==> config.mk <==
export PLATFORM = sky130hd
export DESIGN_NAME = pis_irq_sources
export DESIGN_NICKNAME = d
export VERILOG_FILES = /design/src/shared/pis_pkg.sv /design/src/core/pis_irq_sources.sv
export SDC_FILE = /design/constraint.sdc
export NUM_CORES = 1
export LEC_CHECK = 0
export ABC_AREA = 1
export BUFFER_PORTS_ARGS = -buffer_cell sky130_fd_sc_hd__buf_2
export CAP_MARGIN = 20
export CORE_MARGIN = 2
export CORE_UTILIZATION = 61
export DETAILED_ROUTE_END_ITERATION = 16
export PLACE_DENSITY = 0.85
export SYNTH_ARGS = -nofsm -noshare
export SYNTH_HDL_FRONTEND = slang
export SYNTH_SLANG_ARGS = --single-unit
==> constraint.sdc <==
create_clock -name I_MCLK -period 3.15 [get_ports I_MCLK]
set_clock_uncertainty 0.1 [all_clocks]
set_input_delay 0.63 -clock I_MCLK [delete_from_list [all_inputs] [get_ports I_MCLK]]
set_output_delay 0.63 -clock I_MCLK [all_outputs]
set_load 0.1 [all_outputs]
==> src/shared/pis_pkg.sv <==
package pis_pkg;

  // ------------------------------------------------------------------
  // Register offsets (byte addresses on the plain register port)
  // ------------------------------------------------------------------
  localparam logic [7:0] OFS_PA_IRQ_EN   = 8'h04;
  localparam logic [7:0] OFS_PB_IRQ_EN   = 8'h05;
  localparam logic [7:0] OFS_PA_IRQ_EDGE = 8'h06;
  localparam logic [7:0] OFS_PB_IRQ_EDGE = 8'h07;
  localparam logic [7:0] OFS_GLOBAL_EN   = 8'h20;
  localparam logic [7:0] OFS_EP_IRQ_EN   = 8'h21;
  localparam logic [7:0] OFS_PEND        = 8'h22;
  localparam logic [7:0] OFS_USB_CTRL    = 8'h23;

  // ------------------------------------------------------------------
  // Field positions
  // ------------------------------------------------------------------
  localparam int GEN_SPI_BIT  = 3;
  localparam int GEN_MS_BIT   = 2;
  localparam int GEN_US_BIT   = 1;
  localparam int GEN_BUS_BIT  = 0;
  localparam int GEN_GPIO_BIT = 6;
  localparam int USB_SEL_BIT  = 0;
  localparam int EP_BITS      = 3;

  // ------------------------------------------------------------------
  // Reset values
  // ------------------------------------------------------------------
  localparam logic [7:0] RST_BYTE = 8'h00;

  // ------------------------------------------------------------------
  // Timing
  // ------------------------------------------------------------------
  localparam int CLK_MHZ      = 25;
  localparam int TICK_US      = 128;
  localparam int TICKS_PER_MS = 8;
  localparam int TICK_CYC     = TICK_US * CLK_MHZ;
  localparam int BUS_MIN_US   = 256;
  localparam int BUS_TICKS    = BUS_MIN_US / TICK_US;

  // Priority vector encoding
  typedef enum logic [3:0] {
    PIS_VEC_NONE, PIS_VEC_BUS, PIS_VEC_US, PIS_VEC_MS, PIS_VEC_EP0,
    PIS_VEC_EP1, PIS_VEC_EP2, PIS_VEC_SPI, PIS_VEC_GPIO
  } pis_vec_t;

endpackage

==> src/core/pis_irq_sources.sv <==
// The address-and-strobe port was chosen for this implementation.
`timescale 1ns/1ns
// What this block does
// - Byte-complete event raises serial peripheral interrupt
// - Enabled 1.024 ms periodic timer interrupt
// - Enabled 128 us periodic timer interrupt
// - Mode bit selects bus reset or PS/2
// - Condition held 256 us raises interrupt
// - USB mode: interrupt when SE0 ends
// - PS/2 mode: interrupt on long low
// - Device address cleared during event interval
// - Interrupt may follow condition by 128 us
// - Endpoint enable register, three bits, reset zero
// - Endpoint OUT data interrupt, bad CRC in ACK
// - NAK or STALL handshake raises endpoint interrupt
// - Data endpoints interrupt on IN ACK
// - Control endpoint interrupts on SETUP accept
// - Control endpoint interrupts after zero-length status
// - Control endpoint OUT data interrupt rules
// - Write-only per-pin GPIO enables, reset zero
// - Write-only per-pin edge select, reset zero
// - Global enable bit layout, reset zero
// - One shared GPIO interrupt, pin lockout
// - Fixed priority bus, 128us, 1ms, EPs, SPI
module pis_irq_sources
  import pis_pkg::*;
#(
  parameter int PINS = 8                   // Pins per GPIO port
) (
  input  wire logic       I_MCLK,          // 25 MHz clock
  input  wire logic       I_RST,           // Sync reset, active high
  input  wire logic [7:0] I_ADDR,          // Register address
  input  wire logic [7:0] I_WDATA,         // Write data
  input  wire logic       I_WR,            // Write strobe
  input  wire logic       I_RD,            // Read strobe
  output logic      [7:0] O_RDATA,         // Read data, cycle after
  input  wire logic       I_SPI_DONE,      // Byte transfer complete pulse
  input  wire logic       I_USB_SE0,       // D+ and D- both low
  input  wire logic       I_PS2_DATA,      // PS/2 data pin level
  input  wire logic [2:0] I_EP_OUT_OK,     // Valid OUT data pulse
  input  wire logic [2:0] I_EP_OUT_ANY,    // OUT data, any CRC, pulse
  input  wire logic [2:0] I_EP_ACK_OUT,    // Endpoint in ACK OUT mode
  input  wire logic [2:0] I_EP_NAKSTALL,   // NAK/STALL sent pulse
  input  wire logic [2:0] I_EP_IN_ACK,     // IN ACK received pulse
  input  wire logic       I_EP0_SETUP,     // SETUP accepted pulse
  input  wire logic       I_EP0_ZLP,       // Zero-length status sent
  input  wire logic [PINS-1:0] I_GPIO_A,   // Port zero pin levels
  input  wire logic [PINS-1:0] I_GPIO_B,   // Port one pin levels
  input  wire logic       I_ACK,           // CPU acknowledge pulse
  output logic            O_TFLAG,         // Transfer complete flag
  output logic            O_ADDR_CLR,      // Clear USB device address
  output logic            O_IRQ,           // Interrupt request
  output logic      [3:0] O_VEC            // Highest pending vector
);

  // Wider ports would overrun the 8-bit write data
  if (PINS < 1 || PINS > 8) begin : g_bad_pins
    $error("PINS must be 1 to 8");
  end

  // ------------------------------------------------------------------
  // Registers
  // ------------------------------------------------------------------
  logic [PINS-1:0] pa_en_reg;              // Port zero pin enables
  logic [PINS-1:0] pb_en_reg;              // Port one pin enables
  logic [PINS-1:0] pa_edge_reg;            // Port zero edge select
  logic [PINS-1:0] pb_edge_reg;            // Port one edge select
  logic [7:0]      gen_reg;                // Global enables
  logic [2:0]      ep_en_reg;              // Endpoint enables
  logic            sel_reg;                // 1 = PS/2, 0 = USB reset
  logic [7:0]      pend_reg;               // Pending sources
  logic [7:0]      rdata_reg;              // Read data
  logic            tflag_reg;              // Transfer complete flag

  // Write decode helper used for every register
  function automatic logic wr_hit(input logic [7:0] a, input logic [7:0] o);
    return a == o;
  endfunction

  // ------------------------------------------------------------------
  // Register writes
  // ------------------------------------------------------------------
  always_ff @(posedge I_MCLK) begin
    if (I_RST) begin
      pa_en_reg   <= '0;
      pb_en_reg   <= '0;
      pa_edge_reg <= '0;
      pb_edge_reg <= '0;
      gen_reg     <= RST_BYTE;
      ep_en_reg   <= '0;
      sel_reg     <= 1'b0;
    end else if (I_WR) begin
      if (wr_hit(I_ADDR, OFS_PA_IRQ_EN)) begin
        pa_en_reg <= I_WDATA[PINS-1:0];
      end else if (wr_hit(I_ADDR, OFS_PB_IRQ_EN)) begin
        pb_en_reg <= I_WDATA[PINS-1:0];
      end else if (wr_hit(I_ADDR, OFS_PA_IRQ_EDGE)) begin
        pa_edge_reg <= I_WDATA[PINS-1:0];
      end else if (wr_hit(I_ADDR, OFS_PB_IRQ_EDGE)) begin
        pb_edge_reg <= I_WDATA[PINS-1:0];
      end else if (wr_hit(I_ADDR, OFS_GLOBAL_EN)) begin
        gen_reg <= I_WDATA;
      end else if (wr_hit(I_ADDR, OFS_EP_IRQ_EN)) begin
        ep_en_reg <= I_WDATA[EP_BITS-1:0];
      end else if (wr_hit(I_ADDR, OFS_USB_CTRL)) begin
        sel_reg <= I_WDATA[USB_SEL_BIT];
      end
    end
  end

  // ------------------------------------------------------------------
  // Read port; GPIO registers are write-only and read zero
  // ------------------------------------------------------------------
  always_ff @(posedge I_MCLK) begin
    if (I_RST) begin
      rdata_reg <= RST_BYTE;
    end else if (I_RD) begin
      if (wr_hit(I_ADDR, OFS_GLOBAL_EN)) begin
        rdata_reg <= gen_reg;
      end else if (wr_hit(I_ADDR, OFS_EP_IRQ_EN)) begin
        rdata_reg <= {5'h0, ep_en_reg};
      end else if (wr_hit(I_ADDR, OFS_PEND)) begin
        rdata_reg <= pend_reg;
      end else if (wr_hit(I_ADDR, OFS_USB_CTRL)) begin
        rdata_reg <= {6'h0, tflag_reg, sel_reg};
      end else begin
        rdata_reg <= RST_BYTE;                // Unmapped reads zero
      end
    end else begin
      rdata_reg <= RST_BYTE;
    end
  end
  assign O_RDATA = rdata_reg;

  // ------------------------------------------------------------------
  // Free-running timer: 128 us ticks, every eighth is 1.024 ms
  // ------------------------------------------------------------------
  localparam int TW = $clog2(TICK_CYC);
  logic [TW-1:0] div_reg;                  // Cycle divider
  logic [2:0]    tick_cnt_reg;             // 128 us tick count
  logic          tick_us;                  // 128 us tick
  logic          tick_ms;                  // 1.024 ms tick
  assign tick_us = div_reg == TW'(TICK_CYC - 1);
  assign tick_ms = tick_us && tick_cnt_reg == 3'(TICKS_PER_MS - 1);

  always_ff @(posedge I_MCLK) begin
    if (I_RST) begin
      div_reg      <= '0;
      tick_cnt_reg <= '0;
    end else begin
      div_reg <= tick_us ? '0 : div_reg + 1'b1;
      if (tick_us) begin
        tick_cnt_reg <= tick_cnt_reg + 1'b1;  // Wraps at eight
      end
    end
  end

  // ------------------------------------------------------------------
  // Bus activity detector, sampled on 128 us ticks; so detection
  // lands between 128 and 256 us after onset
  // ------------------------------------------------------------------
  logic       cond;                        // Selected condition
  logic [1:0] act_cnt_reg;                 // Ticks seen with condition
  logic       long_reg;                    // Condition held long
  logic       bus_evt;                     // Bus-activity event
  assign cond = sel_reg ? !I_PS2_DATA : I_USB_SE0;

  always_ff @(posedge I_MCLK) begin
    if (I_RST) begin
      act_cnt_reg <= '0;
      long_reg    <= 1'b0;
    end else if (!cond) begin
      act_cnt_reg <= '0;
      long_reg    <= 1'b0;            // Drops when condition ends
    end else if (tick_us && !long_reg) begin
      if (act_cnt_reg == 2'(BUS_TICKS - 1)) begin
        long_reg <= 1'b1;
      end else begin
        act_cnt_reg <= act_cnt_reg + 1'b1;
      end
    end
  end

  // USB reset fires as SE0 ends; PS/2 as soon as low is long
  assign bus_evt = sel_reg ? (cond && tick_us && !long_reg &&
                              act_cnt_reg == 2'(BUS_TICKS - 1))
                           : (long_reg && !cond);
  // Hold address clear for the whole event interval
  assign O_ADDR_CLR = long_reg || bus_evt;

  // ------------------------------------------------------------------
  // Transfer complete flag, cleared by reading control register
  // ------------------------------------------------------------------
  always_ff @(posedge I_MCLK) begin
    if (I_RST) begin
      tflag_reg <= 1'b0;
    end else if (I_SPI_DONE) begin
      tflag_reg <= 1'b1;              // Set wins over clear
    end else if (I_RD && wr_hit(I_ADDR, OFS_USB_CTRL)) begin
      tflag_reg <= 1'b0;
    end
  end
  assign O_TFLAG = tflag_reg;

  // ------------------------------------------------------------------
  // Endpoint events
  // ------------------------------------------------------------------
  logic [2:0] ep_evt;                      // Per-endpoint event
  genvar g;
  generate
    for (g = 0; g < 3; g++) begin : g_ep
      logic data_evt;                      // OUT data event
      assign data_evt = I_EP_ACK_OUT[g] ? I_EP_OUT_ANY[g]
                                        : I_EP_OUT_OK[g];
      if (g == 0) begin : g_ctl
        assign ep_evt[g] = data_evt || I_EP_NAKSTALL[g] ||
                           I_EP0_SETUP || I_EP0_ZLP;
      end else begin : g_data
        assign ep_evt[g] = data_evt || I_EP_NAKSTALL[g] ||
                           I_EP_IN_ACK[g];
      end
    end
  endgenerate

  // ------------------------------------------------------------------
  // GPIO: armed pin edge, shared line locked while a pin is active
  // ------------------------------------------------------------------
  logic [2*PINS-1:0] pin_now;              // Current levels
  logic [2*PINS-1:0] pin_last_reg;         // Previous levels
  logic [2*PINS-1:0] pin_en;               // Enables
  logic [2*PINS-1:0] pin_pol;              // Edge select
  logic [2*PINS-1:0] pin_act;              // Pin at trigger level
  logic [2*PINS-1:0] lock_reg;             // Pin holds the line
  logic              gpio_evt;             // GPIO event
  assign pin_now = {I_GPIO_B, I_GPIO_A};
  assign pin_en  = {pb_en_reg, pa_en_reg};
  assign pin_pol = {pb_edge_reg, pa_edge_reg};
  assign pin_act = ~(pin_now ^ pin_pol) & pin_en;

  always_ff @(posedge I_MCLK) begin
    if (I_RST) begin
      pin_last_reg <= pin_now;        // No false edge after reset
      lock_reg     <= '0;
    end else begin
      pin_last_reg <= pin_now;
      if (lock_reg == '0) begin
        lock_reg <= pin_act & (pin_now ^ pin_last_reg);
      end else begin
        lock_reg <= lock_reg & pin_act;   // Free when inactive
      end
    end
  end
  assign gpio_evt = (lock_reg == '0) &&
                    ((pin_act & (pin_now ^ pin_last_reg)) != '0);

  // ------------------------------------------------------------------
  // Pending flags; set wins over acknowledge
  // ------------------------------------------------------------------
  logic [7:0] set_vec;                     // Enabled events
  logic [7:0] pend_next;                   // Next pending
  logic [7:0] ack_mask;                    // Served source
  assign set_vec = {gen_reg[GEN_GPIO_BIT] & gpio_evt,
                    gen_reg[GEN_SPI_BIT] & I_SPI_DONE,
                    ep_en_reg & ep_evt,
                    gen_reg[GEN_MS_BIT] & tick_ms,
                    gen_reg[GEN_US_BIT] & tick_us,
                    gen_reg[GEN_BUS_BIT] & bus_evt};

  always_comb begin
    ack_mask = '0;
    for (int i = 7; i >= 0; i--) begin
      if (pend_reg[i]) begin
        ack_mask = 8'h01 << i;        // Lowest index wins
      end
    end
    pend_next = ((pend_reg & ~(I_ACK ? ack_mask : 8'h00)) | set_vec);
  end

  always_ff @(posedge I_MCLK) begin
    if (I_RST) begin
      pend_reg <= RST_BYTE;
    end else begin
      pend_reg <= pend_next;
    end
  end

  // Vector of highest pending source
  always_comb begin
    O_VEC = PIS_VEC_NONE;
    for (int i = 7; i >= 0; i--) begin
      if (pend_reg[i]) begin
        O_VEC = 4'(i + 1);
      end
    end
  end
  assign O_IRQ = pend_reg != '0;

  // ------------------------------------------------------------------
  // Checks
  // ------------------------------------------------------------------
  a_spi_pend_set: assert property (@(posedge I_MCLK) disable iff (I_RST)
    I_SPI_DONE && gen_reg[GEN_SPI_BIT] |=> pend_reg[6] && O_TFLAG)
    else $error("serial interrupt not pending after byte");
  a_ms_tick_pend: assert property (@(posedge I_MCLK) disable iff (I_RST)
    tick_ms && gen_reg[GEN_MS_BIT] |=> pend_reg[2])
    else $error("ms timer event lost");
  a_us_tick_off: assert property (@(posedge I_MCLK) disable iff (I_RST)
    !gen_reg[GEN_US_BIT] && !pend_reg[1] && !I_ACK |=> !pend_reg[1])
    else $error("disabled us timer set pending");
  a_addr_clr_hold: assert property (@(posedge I_MCLK) disable iff (I_RST)
    O_ADDR_CLR && cond |=> O_ADDR_CLR)
    else $error("address not cleared during event");
  a_usb_rst_end: assert property (@(posedge I_MCLK) disable iff (I_RST)
    !sel_reg && long_reg && !I_USB_SE0 && gen_reg[GEN_BUS_BIT]
    |=> pend_reg[0])
    else $error("bus reset end not flagged");
  a_ep_en_read: assert property (@(posedge I_MCLK) disable iff (I_RST)
    I_RD && I_ADDR == OFS_EP_IRQ_EN |=> O_RDATA[7:3] == 5'h0)
    else $error("endpoint enable reserved bits nonzero");
  a_ep_nak_pend: assert property (@(posedge I_MCLK) disable iff (I_RST)
    I_EP_NAKSTALL[1] && ep_en_reg[1] |=> pend_reg[4])
    else $error("endpoint handshake event lost");
  a_bus_prio_top: assert property (@(posedge I_MCLK) disable iff (I_RST)
    pend_reg[0] |-> O_VEC == 4'(PIS_VEC_BUS))
    else $error("bus activity not top priority");

endmodule

==> qor.yml, run 1 <==
global_route:
  antenna_found_initial: 0
  overflow: 0
  grt_pass1_vias: 4244
  grt_pass1_wl_mm: 18.3
  globalRouteTotalUtil_pct: 26.7
  grt_max_degree: 50
detailed_routing:
  drc: 0
  wirelength_mm: 10.9
  routedWlPerCell_um: 13.2
  ant_nets: 0
  first_pass_iters: 5
  initialDrtViolationCount: 205
  viasPerCell: 5.46
  vias: 4501
clock_network:
  htree_levels: 3
  cts_setup_buffers: 0
  cts_buffer_depth: 2
  cts_root_buffer: "clkbuf_8"
  cts_tree: "yes"
  path_clk_slew_ps: 100
  postCtsHoldBufs: 0
  cts_made_buffers: 9
  clk_latency_ps: 370
  cts_resized: 0
  cts_num_sinks: 111
floorplanning:
  die_w_um: 92.6
  start_util_pct: 62.6
  die_y_um: 92.6
  core_mm2: 0.00765
  ios: 72
  rows: 32
  dieArea_mm2: 0.00857
run_status:
  outcome: "complete, no violations"
critical_path:
  crit_path_end_kind: "primary output"
  critPathArrivalTime_ps: 2130
  reg2reg_to: "div_reg[11]"
  cp-startpoint: "div_reg[0]"
  reg2reg_slack_ps: 1290
  r2r-start: "div_reg[0]"
  crit_end: "O_ADDR_CLR"
  ff2ff_path_depth: 9
  path_class: "reg2out"
  worst-path-max-fanout: 7
  required_ps: 2420
  crit_path_start_kind: "register"
timing:
  rsz0062_at_grt: "no"
  worstMarginPinSlew_ps: 569
  period_needed_ps: 2860
  tns_ps: 0
  slew_viol_final: 0
  setup_viol: 0
  fmax_mhz: 350
  hold_ws_ps: 303
  final-hold-violation-count: 0
  fin_crit_sh_pct: 90.6
  slew_headroom_pct: 62.0
yosys:
  seq_area_frac_synth_pct: 46.4
  ys_async_sr_fraction_pct: 0
  ys_ff_latch: 111
  synth.distinct_cells: 37
  yosysTopAreaCell: "dfxtp_1"
  avgSynthCellArea_um2: 7.39
  synth_most_common_cell: "dfxtp_1"
  ys_warn_count: 0
  syn_area_mm2: 0.00479
  synth.top_cell.area_share_pct: 46.4
  syn_nets: 709
  synth_common_cells: "111 x dfxtp_1, 104 x nand2_1, 86 x inv_1, 76 x a21oi_1, 75 x nor2_1"
  ys.flop_type: "dfxtp_1"
  synth_edf_count: 0
  synth.area.top_cells: "dfxtp_1 46%, nand2_1 8.2%, a21oi_1 7.9%"
  syn_inst: 648
placed_design:
  port_buffers: 70
  gp_congestion: 0.825
  dp_hpwl_mm: 7.96
power:
  pwr_density_cell_mw_per_mm2: 464
  power.leakage_nw: 2.23
  peakVddDrop_mv: 0.343
cells_and_area:
  area_growth_pct: 13.9
  antenna_cells: 0
  fin_nets: 779
  drive_gt1_share_pct: 14.4
run:
  cap_violations: 0
min_path:
  hold_class: "in2reg"
## final cells by class
type                    count  area [µm²]
well taps                 102         128
repair buffers             74         380
clock buffers              11         141
inverters                  87         327
flip-flops and latches    111        2220
multi-input cells         435        2170
clock inverters             5        81.3
fillers                   633        2190
## metrics by stage
stage / instances / util (%) / power, mW / setup WS [ps] / area, µm²
floorplan: 648 / - / 1.55 / 439 / 4790
global placement: 809 / 68.4 / 1.61 / 785 / 5230
CTS: 825 / 71.3 / 2.54 / 283 / 5450
global route: 825 / 71.3 / 2.62 / 150 / 5450
detailed placement: 809 / 68.4 / 1.62 / 741 / 5230
finish: 825 / 71.3 / 2.53 / 295 / 5450
## per-layer routing
metal,wire (µm),vias to the layer above,GRT usage (%),part of all wire (%)
met1,4830,2074,32.7,44
met5,0,-,0,0
li1,-,2269,-,-
met4,208,0,9.33,1.9
met2,5280,134,46.7,48
met3,609,24,5.21,5.6
## worst min-delay path by stage
stage	startpoint	end	slack, ps	cells after the start
floorplan	div_reg[0]	div_reg[0]	310	1
global placement	div_reg[0]	div_reg[0]	320	1
detailed placement	div_reg[0]	div_reg[0]	340	1
CTS	I_GPIO_B[5]	pin_last_reg[13]	290	1
global route	I_GPIO_B[5]	pin_last_reg[13]	290	1
finish	I_GPIO_B[4]	pin_last_reg[12]	300	1
## cell families after synthesis
kind of cell / after synthesis / share of synthesized area, %
buf+inv: 102 / 8.28
flops: 111 / 46.4
compound gates: 141 / 15.1
simple gates: 269 / 25.2
xor+xnor: 19 / 3.48
fa+ha+maj: 4 / 1.05
mux: 2 / 0.470
## critical path, stage by stage, from the launching register on
cell     delay, ps
dfxtp_1        360
ha_1           180
nand2_1         70
nor2_1         170
nand4_1        100
nor2_1         130
buf_4          160
nand4_1        100
nand2_1         70
buf_2          410
## cells in the final DEF (no fill, tap or decap), types with 2 or more instances in the layout
cell and count:
o21ai_0 55, inv_1 86, nor3_1 16, bufinv_16 2, nor3b_1 2, ha_1 4, nand4_1 23, mux2_2 2
buf_4 4, nor4_1 4, or2_2 4, nand2_1 104, dfxtp_1 111, nor2_1 75, clkbuf_8 10, nor2_2 3
o31ai_1 2, xor2_1 3, buf_2 70, a21oi_1 76, o21ai_1 3, nand3_1 29, xnor2_1 16
## report_power, final
part	switching, mW	internal, mW	total, mW
clock	0.469	0.470	0.939
combinational	0.101	0.0609	0.162
sequential	0.00802	1.42	1.43
Power figures use the tool's default switching activity.
==> inputs of run 2 (changes only) <==
- CORE_UTILIZATION: 61 -> 47
- CTS_BUF_LIST: unset -> sky130_fd_sc_hd__clkbuf_8
- PLACE_DENSITY: 0.85 -> 0.68
==> run 2 against run 1 <==
Effect of this change:
- critical path depth is 1 lower
- combinational power about the same
- via count down 4.5%
- core utilization is 16 points lower
- largest cell class unchanged
- largest power group unchanged
- non-clock buffer count did not move
- global-route usage is 6.4 points lower
- clock power down 16%
- hold slack worse by 2.7 ps
- sequential power hardly changed
- cell count is 3.8% higher
==> qor.yml, run 2 (synthesis gave the netlist of run 1 again) <==
run_status:
  outcome: "complete, no violations"
power:
  power.leakage_nw: 2.21  # -1.2%
  switching_share_pct: 24.7  # +1.9 points
  combPwrFrac_pct: 6.8  # +0.4 points
  pwr_density_cell_mw_per_mm2: 436  # -5.9%
  power.switching_uw: 589  # +1.9%
  finalPower_mw: 2.38  # -5.8%
  peakVddDrop_mv: 0.297  # -14%
  internal_power_mw: 1.79  # -8.1%
  power_frac_seq_pct: 59.9  # +3.5 points
  power_frac_clock_pct: 33.2  # -4.0 points
detailed_routing:
  vias: 4300  # -4.5%
  ant_nets: 0  # unchanged
  wirelength_mm: 10.9  # -0.42%
  routedWlPerCell_um: 12.7  # -4.0%
  drc: 0  # unchanged
  first_pass_iters: 4  # -1
  initialDrtViolationCount: 238  # +16%
  viasPerCell: 5.02  # -7.9%
cells_and_area:
  layout_common_cells: "111 x dfxtp_1, 104 x nand2_1, 86 x inv_1"
  drive_gt1_share_pct: 14.7  # +0.28 points
  antenna_cells: 0  # unchanged
  area_growth_pct: 14.0  # about the same
  post-route-util_pct: 55.6  # -16 points
  final_common_cell: "dfxtp_1"
  fin_nets: 779  # unchanged
clock_network:
  htree_levels: 3  # unchanged
  cts_buffer_depth: 2  # unchanged
  cts_num_sinks: 111  # unchanged
  postCtsHoldBufs: 0  # unchanged
  cts_made_buffers: 9  # unchanged
  cts_setup_buffers: 0  # unchanged
  clk_latency_ps: 370  # about the same
  cts_root_buffer: "clkbuf_8"
  path_clk_slew_ps: 100  # about the same
  cts_tree: "yes"
placed_design:
  dp_hpwl_mm: 8.09  # +1.7%
  dp_slack_ps: 488  # -254 ps
  gp_congestion: 0.836  # +1.2%
  port_buffers: 70  # unchanged
timing:
  fmax_mhz: 352  # +0.45%
  period_needed_ps: 2840  # -12.9 ps
  postLayoutSetupSlackWorst_ps: 308  # +12.9 ps
  slew_headroom_pct: 54.7  # -7.3 points
  rsz0062_at_grt: "no"
  tns_ps: 0  # unchanged
  fin_crit_sh_pct: 90.2  # -0.41 points
  worstMarginPinSlew_ps: 674  # +105 ps
  slew_viol_final: 0  # unchanged
  setup_viol: 0  # unchanged
  final-hold-violation-count: 0  # unchanged
critical_path:
  cp_top_family: "simple AND/OR/NAND/NOR gates"
  cp-startpoint: "div_reg[0]"
  worst-path-max-fanout: 7  # unchanged
  cpMaxStageDelayCell: "dfxtp_1"
  reg2reg_to: "div_reg[11]"
  critPathArrivalTime_ps: 2110  # -20 ps
  crit_path_end_kind: "primary output"
  r2r-start: "div_reg[0]"
  required_ps: 2420  # about the same
  reg2reg_slack_ps: 1250  # -40 ps
  ff2ff_path_depth: 8  # -1
  crit_path_start_kind: "register"
  crit_buf_inv: 1  # -1
  path_class: "reg2out"
  crit_path_max_incr_delay_ps: 360  # -50 ps
  worstPathCellList: "ha_1, nand2_1, nor2_1, nand4_1, nor2_2, nand4_1, nand2_1, clkbuf_4"
global_route:
  grt_pass1_wl_mm: 18.0  # -1.9%
  overflow: 0  # unchanged
  grt_max_degree: 44  # -12%
  antenna_found_initial: 0  # unchanged
  grt_pass1_vias: 3947  # -7.0%
  globalRouteTotalUtil_pct: 20.3  # -6.4 points
floorplanning:
  die_y_um: 105  # +13%
  dieArea_mm2: 0.0110  # +28%
  rows: 36  # +13%
  die_w_um: 105  # +13%
  core_mm2: 0.00982  # +28%
  ios: 72  # unchanged
  start_util_pct: 48.8  # -14 points
min_path:
  hold_class: "in2reg"
  min_from: "I_GPIO_B[5]"
  whs_path_depth: 1  # unchanged
  holdPathEnd: "pin_last_reg[13]"
run:
  cap_violations: 0  # unchanged
run 2: final cells by class:
cell class	count	area, µm²
clock buffers	10	138
clock inverters	6	45.0
inverters	87	327
fillers	992	4360
repair buffers	74	383
flip-flops and latches	111	2220
well taps	133	166
multi-input cells	435	2180
run 2: what timing repair did:
item	CTS	global route
endpoints found under the setup margin	0	1
gates resized for setup	0	2
hold endpoints to repair	0	0
run 2: power groups by stage:
stage | Clock [mW] | Sequential, mW | Combinational (mW)
after floorplan | 0 | 1.46 | 0.0819
after global placement | 0 | 1.46 | 0.158
after detailed placement | 0 | 1.46 | 0.162
after CTS | 0.817 | 1.43 | 0.163
after global routing | 0.867 | 1.43 | 0.182
final | 0.792 | 1.43 | 0.162
run 2: per-layer routing:
| metal | GRT usage (%) | routed length [µm] | up-vias |
|---|---|---|---|
| met1 | 25.7 | 5020 | 1938 |
| met4 | 5.71 | 115 | 0 |
| li1 | - | - | 2267 |
| met5 | 0 | 0 | - |
| met2 | 34.2 | 5150 | 88 |
| met3 | 5.12 | 593 | 7 |
run 2: how the worst max path moves through the flow:
stage                       to  slack [ps]  cells after the start
detailed placement  O_ADDR_CLR         490                      8
CTS                 O_ADDR_CLR          60                      8
finish              O_ADDR_CLR         310                      8
floorplan             O_VEC[1]         440                      4
global placement    O_ADDR_CLR         530                      8
global route        O_ADDR_CLR          70                      8
run 2: stage by stage:
| stage | cells | instance area, µm² | hold slack (ps) |
|---|---|---|---|
| final | 856 | 5460 | 301 |
| after global routing | 856 | 5460 | 277 |
| after floorplan | 648 | 4790 | 312 |
| after global placement | 840 | 5270 | 324 |
| after CTS | 856 | 5450 | 288 |
| after detailed placement | 840 | 5270 | 340 |
==> inputs of run 3 (changes only) <==
- CORE_MARGIN: 2 -> unset
- PLACE_DENSITY: 0.68 -> 0.66
==> run 3 against run 2 <==
Effect of this change:
- sequential power hardly changed
- fmax is 0.24% higher
- largest cell class unchanged
- routed wire length is 0.44% higher
- design area is 0.57% higher
- register-to-register slack better by 80 ps
- largest power group unchanged
- critical path depth is 1 higher
==> qor.yml, run 3 (synthesis gave the netlist of run 1 again) <==
run_status:
  outcome: "complete, no violations"
floorplanning:
  die_y_um: 103  # -1.9%
  core_mm2: 0.00982  # unchanged
  start_util_pct: 48.8  # unchanged
  ios: 72  # unchanged
  dieArea_mm2: 0.0106  # -3.8%
  rows: 36  # unchanged
  die_w_um: 103  # -1.9%
power:
  power.switching_uw: 581  # -1.3%
  power_frac_clock_pct: 35.3  # +2.1 points
  peakVddDrop_mv: 0.253  # -15%
  combPwrFrac_pct: 6.6  # -0.2 points
  power.leakage_nw: 2.24  # +1.5%
  switching_share_pct: 23.7  # -1.1 points
  pwr_density_cell_mw_per_mm2: 447  # +2.5%
  internal_power_mw: 1.87  # +4.6%
  power_frac_seq_pct: 58.1  # -1.8 points
cells_and_area:
  drive_gt1_share_pct: 14.8  # +0.097 points
  layout_common_cells: "111 x dfxtp_1, 104 x nand2_1, 86 x inv_1"
  post-route-cell-area_mm2: 0.00549  # +0.57%
  fin_nets: 781  # +0.26%
  area_growth_pct: 14.6
  antenna_cells: 0  # unchanged
  final_common_cell: "dfxtp_1"
critical_path:
  crit_path_end_kind: "primary output"
  crit_end: "O_ADDR_CLR"
  cpMaxStageDelayCell: "buf_2"
  reg2reg_slack_ps: 1330  # +80 ps
  worstPathCellList: "ha_1, nand2_1, nor2_1, nand4_1, nor2_1, buf_4, nand4_1, nand2_1, buf_2"
  path_class: "reg2out"
  worst-path-max-fanout: 7  # unchanged
  critPathArrivalTime_ps: 2110  # about the same
  crit_path_max_incr_delay_ps: 430  # +70 ps
  crit_buf_inv: 2  # +1
  r2r-start: "div_reg[0]"
  reg2reg_to: "act_cnt_reg[1]"
  cp_top_family: "simple AND/OR/NAND/NOR gates"
  required_ps: 2420  # about the same
  cp-startpoint: "div_reg[0]"
  crit_path_start_kind: "register"
  ff2ff_path_depth: 8  # unchanged
  path_depth: 9  # +1
detailed_routing:
  viasPerCell: 5.03  # +0.16%
  routedWlPerCell_um: 12.7  # +0.21%
  ant_nets: 0  # unchanged
  first_pass_iters: 5  # +1
  wirelength_mm: 10.9  # +0.44%
  drc: 0  # unchanged
  initialDrtViolationCount: 208  # -13%
  vias: 4317  # +0.40%
placed_design:
  port_buffers: 70  # unchanged
  placed_area_mm2: 0.00529  # +0.29%
  dp_hpwl_mm: 8.16  # +0.78%
  gp_congestion: 0.814  # -2.6%
global_route:
  grt_max_degree: 34  # -23%
  antenna_found_initial: 0  # unchanged
  grt_pass1_vias: 3981  # +0.86%
  globalRouteTotalUtil_pct: 22.1  # +1.8 points
  grt_pass1_wl_mm: 18.0  # +0.23%
  overflow: 0  # unchanged
timing:
  final-hold-violation-count: 0  # unchanged
  tns_ps: 0  # unchanged
  rsz0062_at_grt: "no"
  slew_headroom_pct: 53.3  # -1.4 points
  fmax_mhz: 353  # +0.24%
  period_needed_ps: 2840  # -6.88 ps
  worstMarginPinSlew_ps: 696  # +21.3 ps
  slew_viol_final: 0  # unchanged
  setup_viol: 0  # unchanged
  fin_crit_sh_pct: 90.0  # -0.22 points
clock_network:
  cts_resized: 0  # unchanged
  path_clk_slew_ps: 110  # about the same
  postCtsHoldBufs: 0  # unchanged
  cts_setup_buffers: 0  # unchanged
  cts_num_sinks: 111  # unchanged
  htree_levels: 3  # unchanged
  clk_latency_ps: 360  # about the same
  cts_buffer_depth: 2  # unchanged
  cts_tree: "yes"
  cts_made_buffers: 9  # unchanged
  cts_root_buffer: "clkbuf_8"
run:
  cap_violations: 0  # unchanged
min_path:
  hold_class: "in2reg"
  whs_path_depth: 1  # unchanged
run 3: cell types whose count changed in the layout (fill, tap and decap cells not counted), sizes merged:
cell,previous run,this run
buf,73,76
clkinvlp,3,0
bufinv,0,1
clkbuf,11,10
clkinv,2,3
inv,88,89
run 3: how the worst min path moves through the flow:
stage,start,end
floorplan,div_reg[0],div_reg[0]
global placement,div_reg[0],div_reg[0]
detailed placement,div_reg[0],div_reg[0]
CTS,I_GPIO_B[4],pin_last_reg[12]
global route,I_GPIO_B[6],pin_last_reg[14]
finish,I_GPIO_B[5],pin_last_reg[13]
run 3: per-layer routing:
| layer | GRT usage, % | share of wire (%) | vias up |
|---|---|---|---|
| met2 | 37.5 | 48 | 77 |
| met3 | 4.47 | 3.4 | 17 |
| met1 | 28.7 | 47 | 1955 |
| li1 | - | - | 2268 |
| met4 | 5.63 | 1.5 | 0 |
| met5 | 0 | 0 | - |
run 3: stage by stage:
step	hold slack [ps]	utilization, %	worst slack [ps]	power, mW	cells
after floorplan	312	-	439	1.55	648
after global placement	322	53.8	727	1.62	842
after detailed placement	339	53.8	704	1.62	842
after CTS	299	55.9	288	2.48	858
after global routing	293	55.9	115	2.56	858
final	311	55.9	314	2.46	858
run 3: worst reg2reg max path: cells and delay by family (launching register included):
kind	cells	cell delay (ps)
adder cells (fa/ha/maj)	1	170
buffers and inverters	1	100
flip-flops	1	360
AO/OA/AOI/OAI	1	120
AND/OR/NAND/NOR	5	910
run 3: layout make-up:
type                       instances  area [µm²]
clock buffer                      10         138
clock inverter                     6        66.3
inverter                          87         327
sequential                       111        2220
multi-input combinational        435        2170
fill                             986        4330
tap                              133         166
timing repair buffer              76         395
run 3: power groups by stage:
stage | Sequential, mW | Combinational, mW | Clock (mW)
4_1_cts | 1.43 | 0.163 | 0.893
2_1_floorplan | 1.46 | 0.0819 | 0
5_1_grt | 1.43 | 0.181 | 0.950
6_report | 1.43 | 0.162 | 0.866
3_5_place_dp | 1.46 | 0.163 | 0
3_3_place_gp | 1.46 | 0.159 | 0
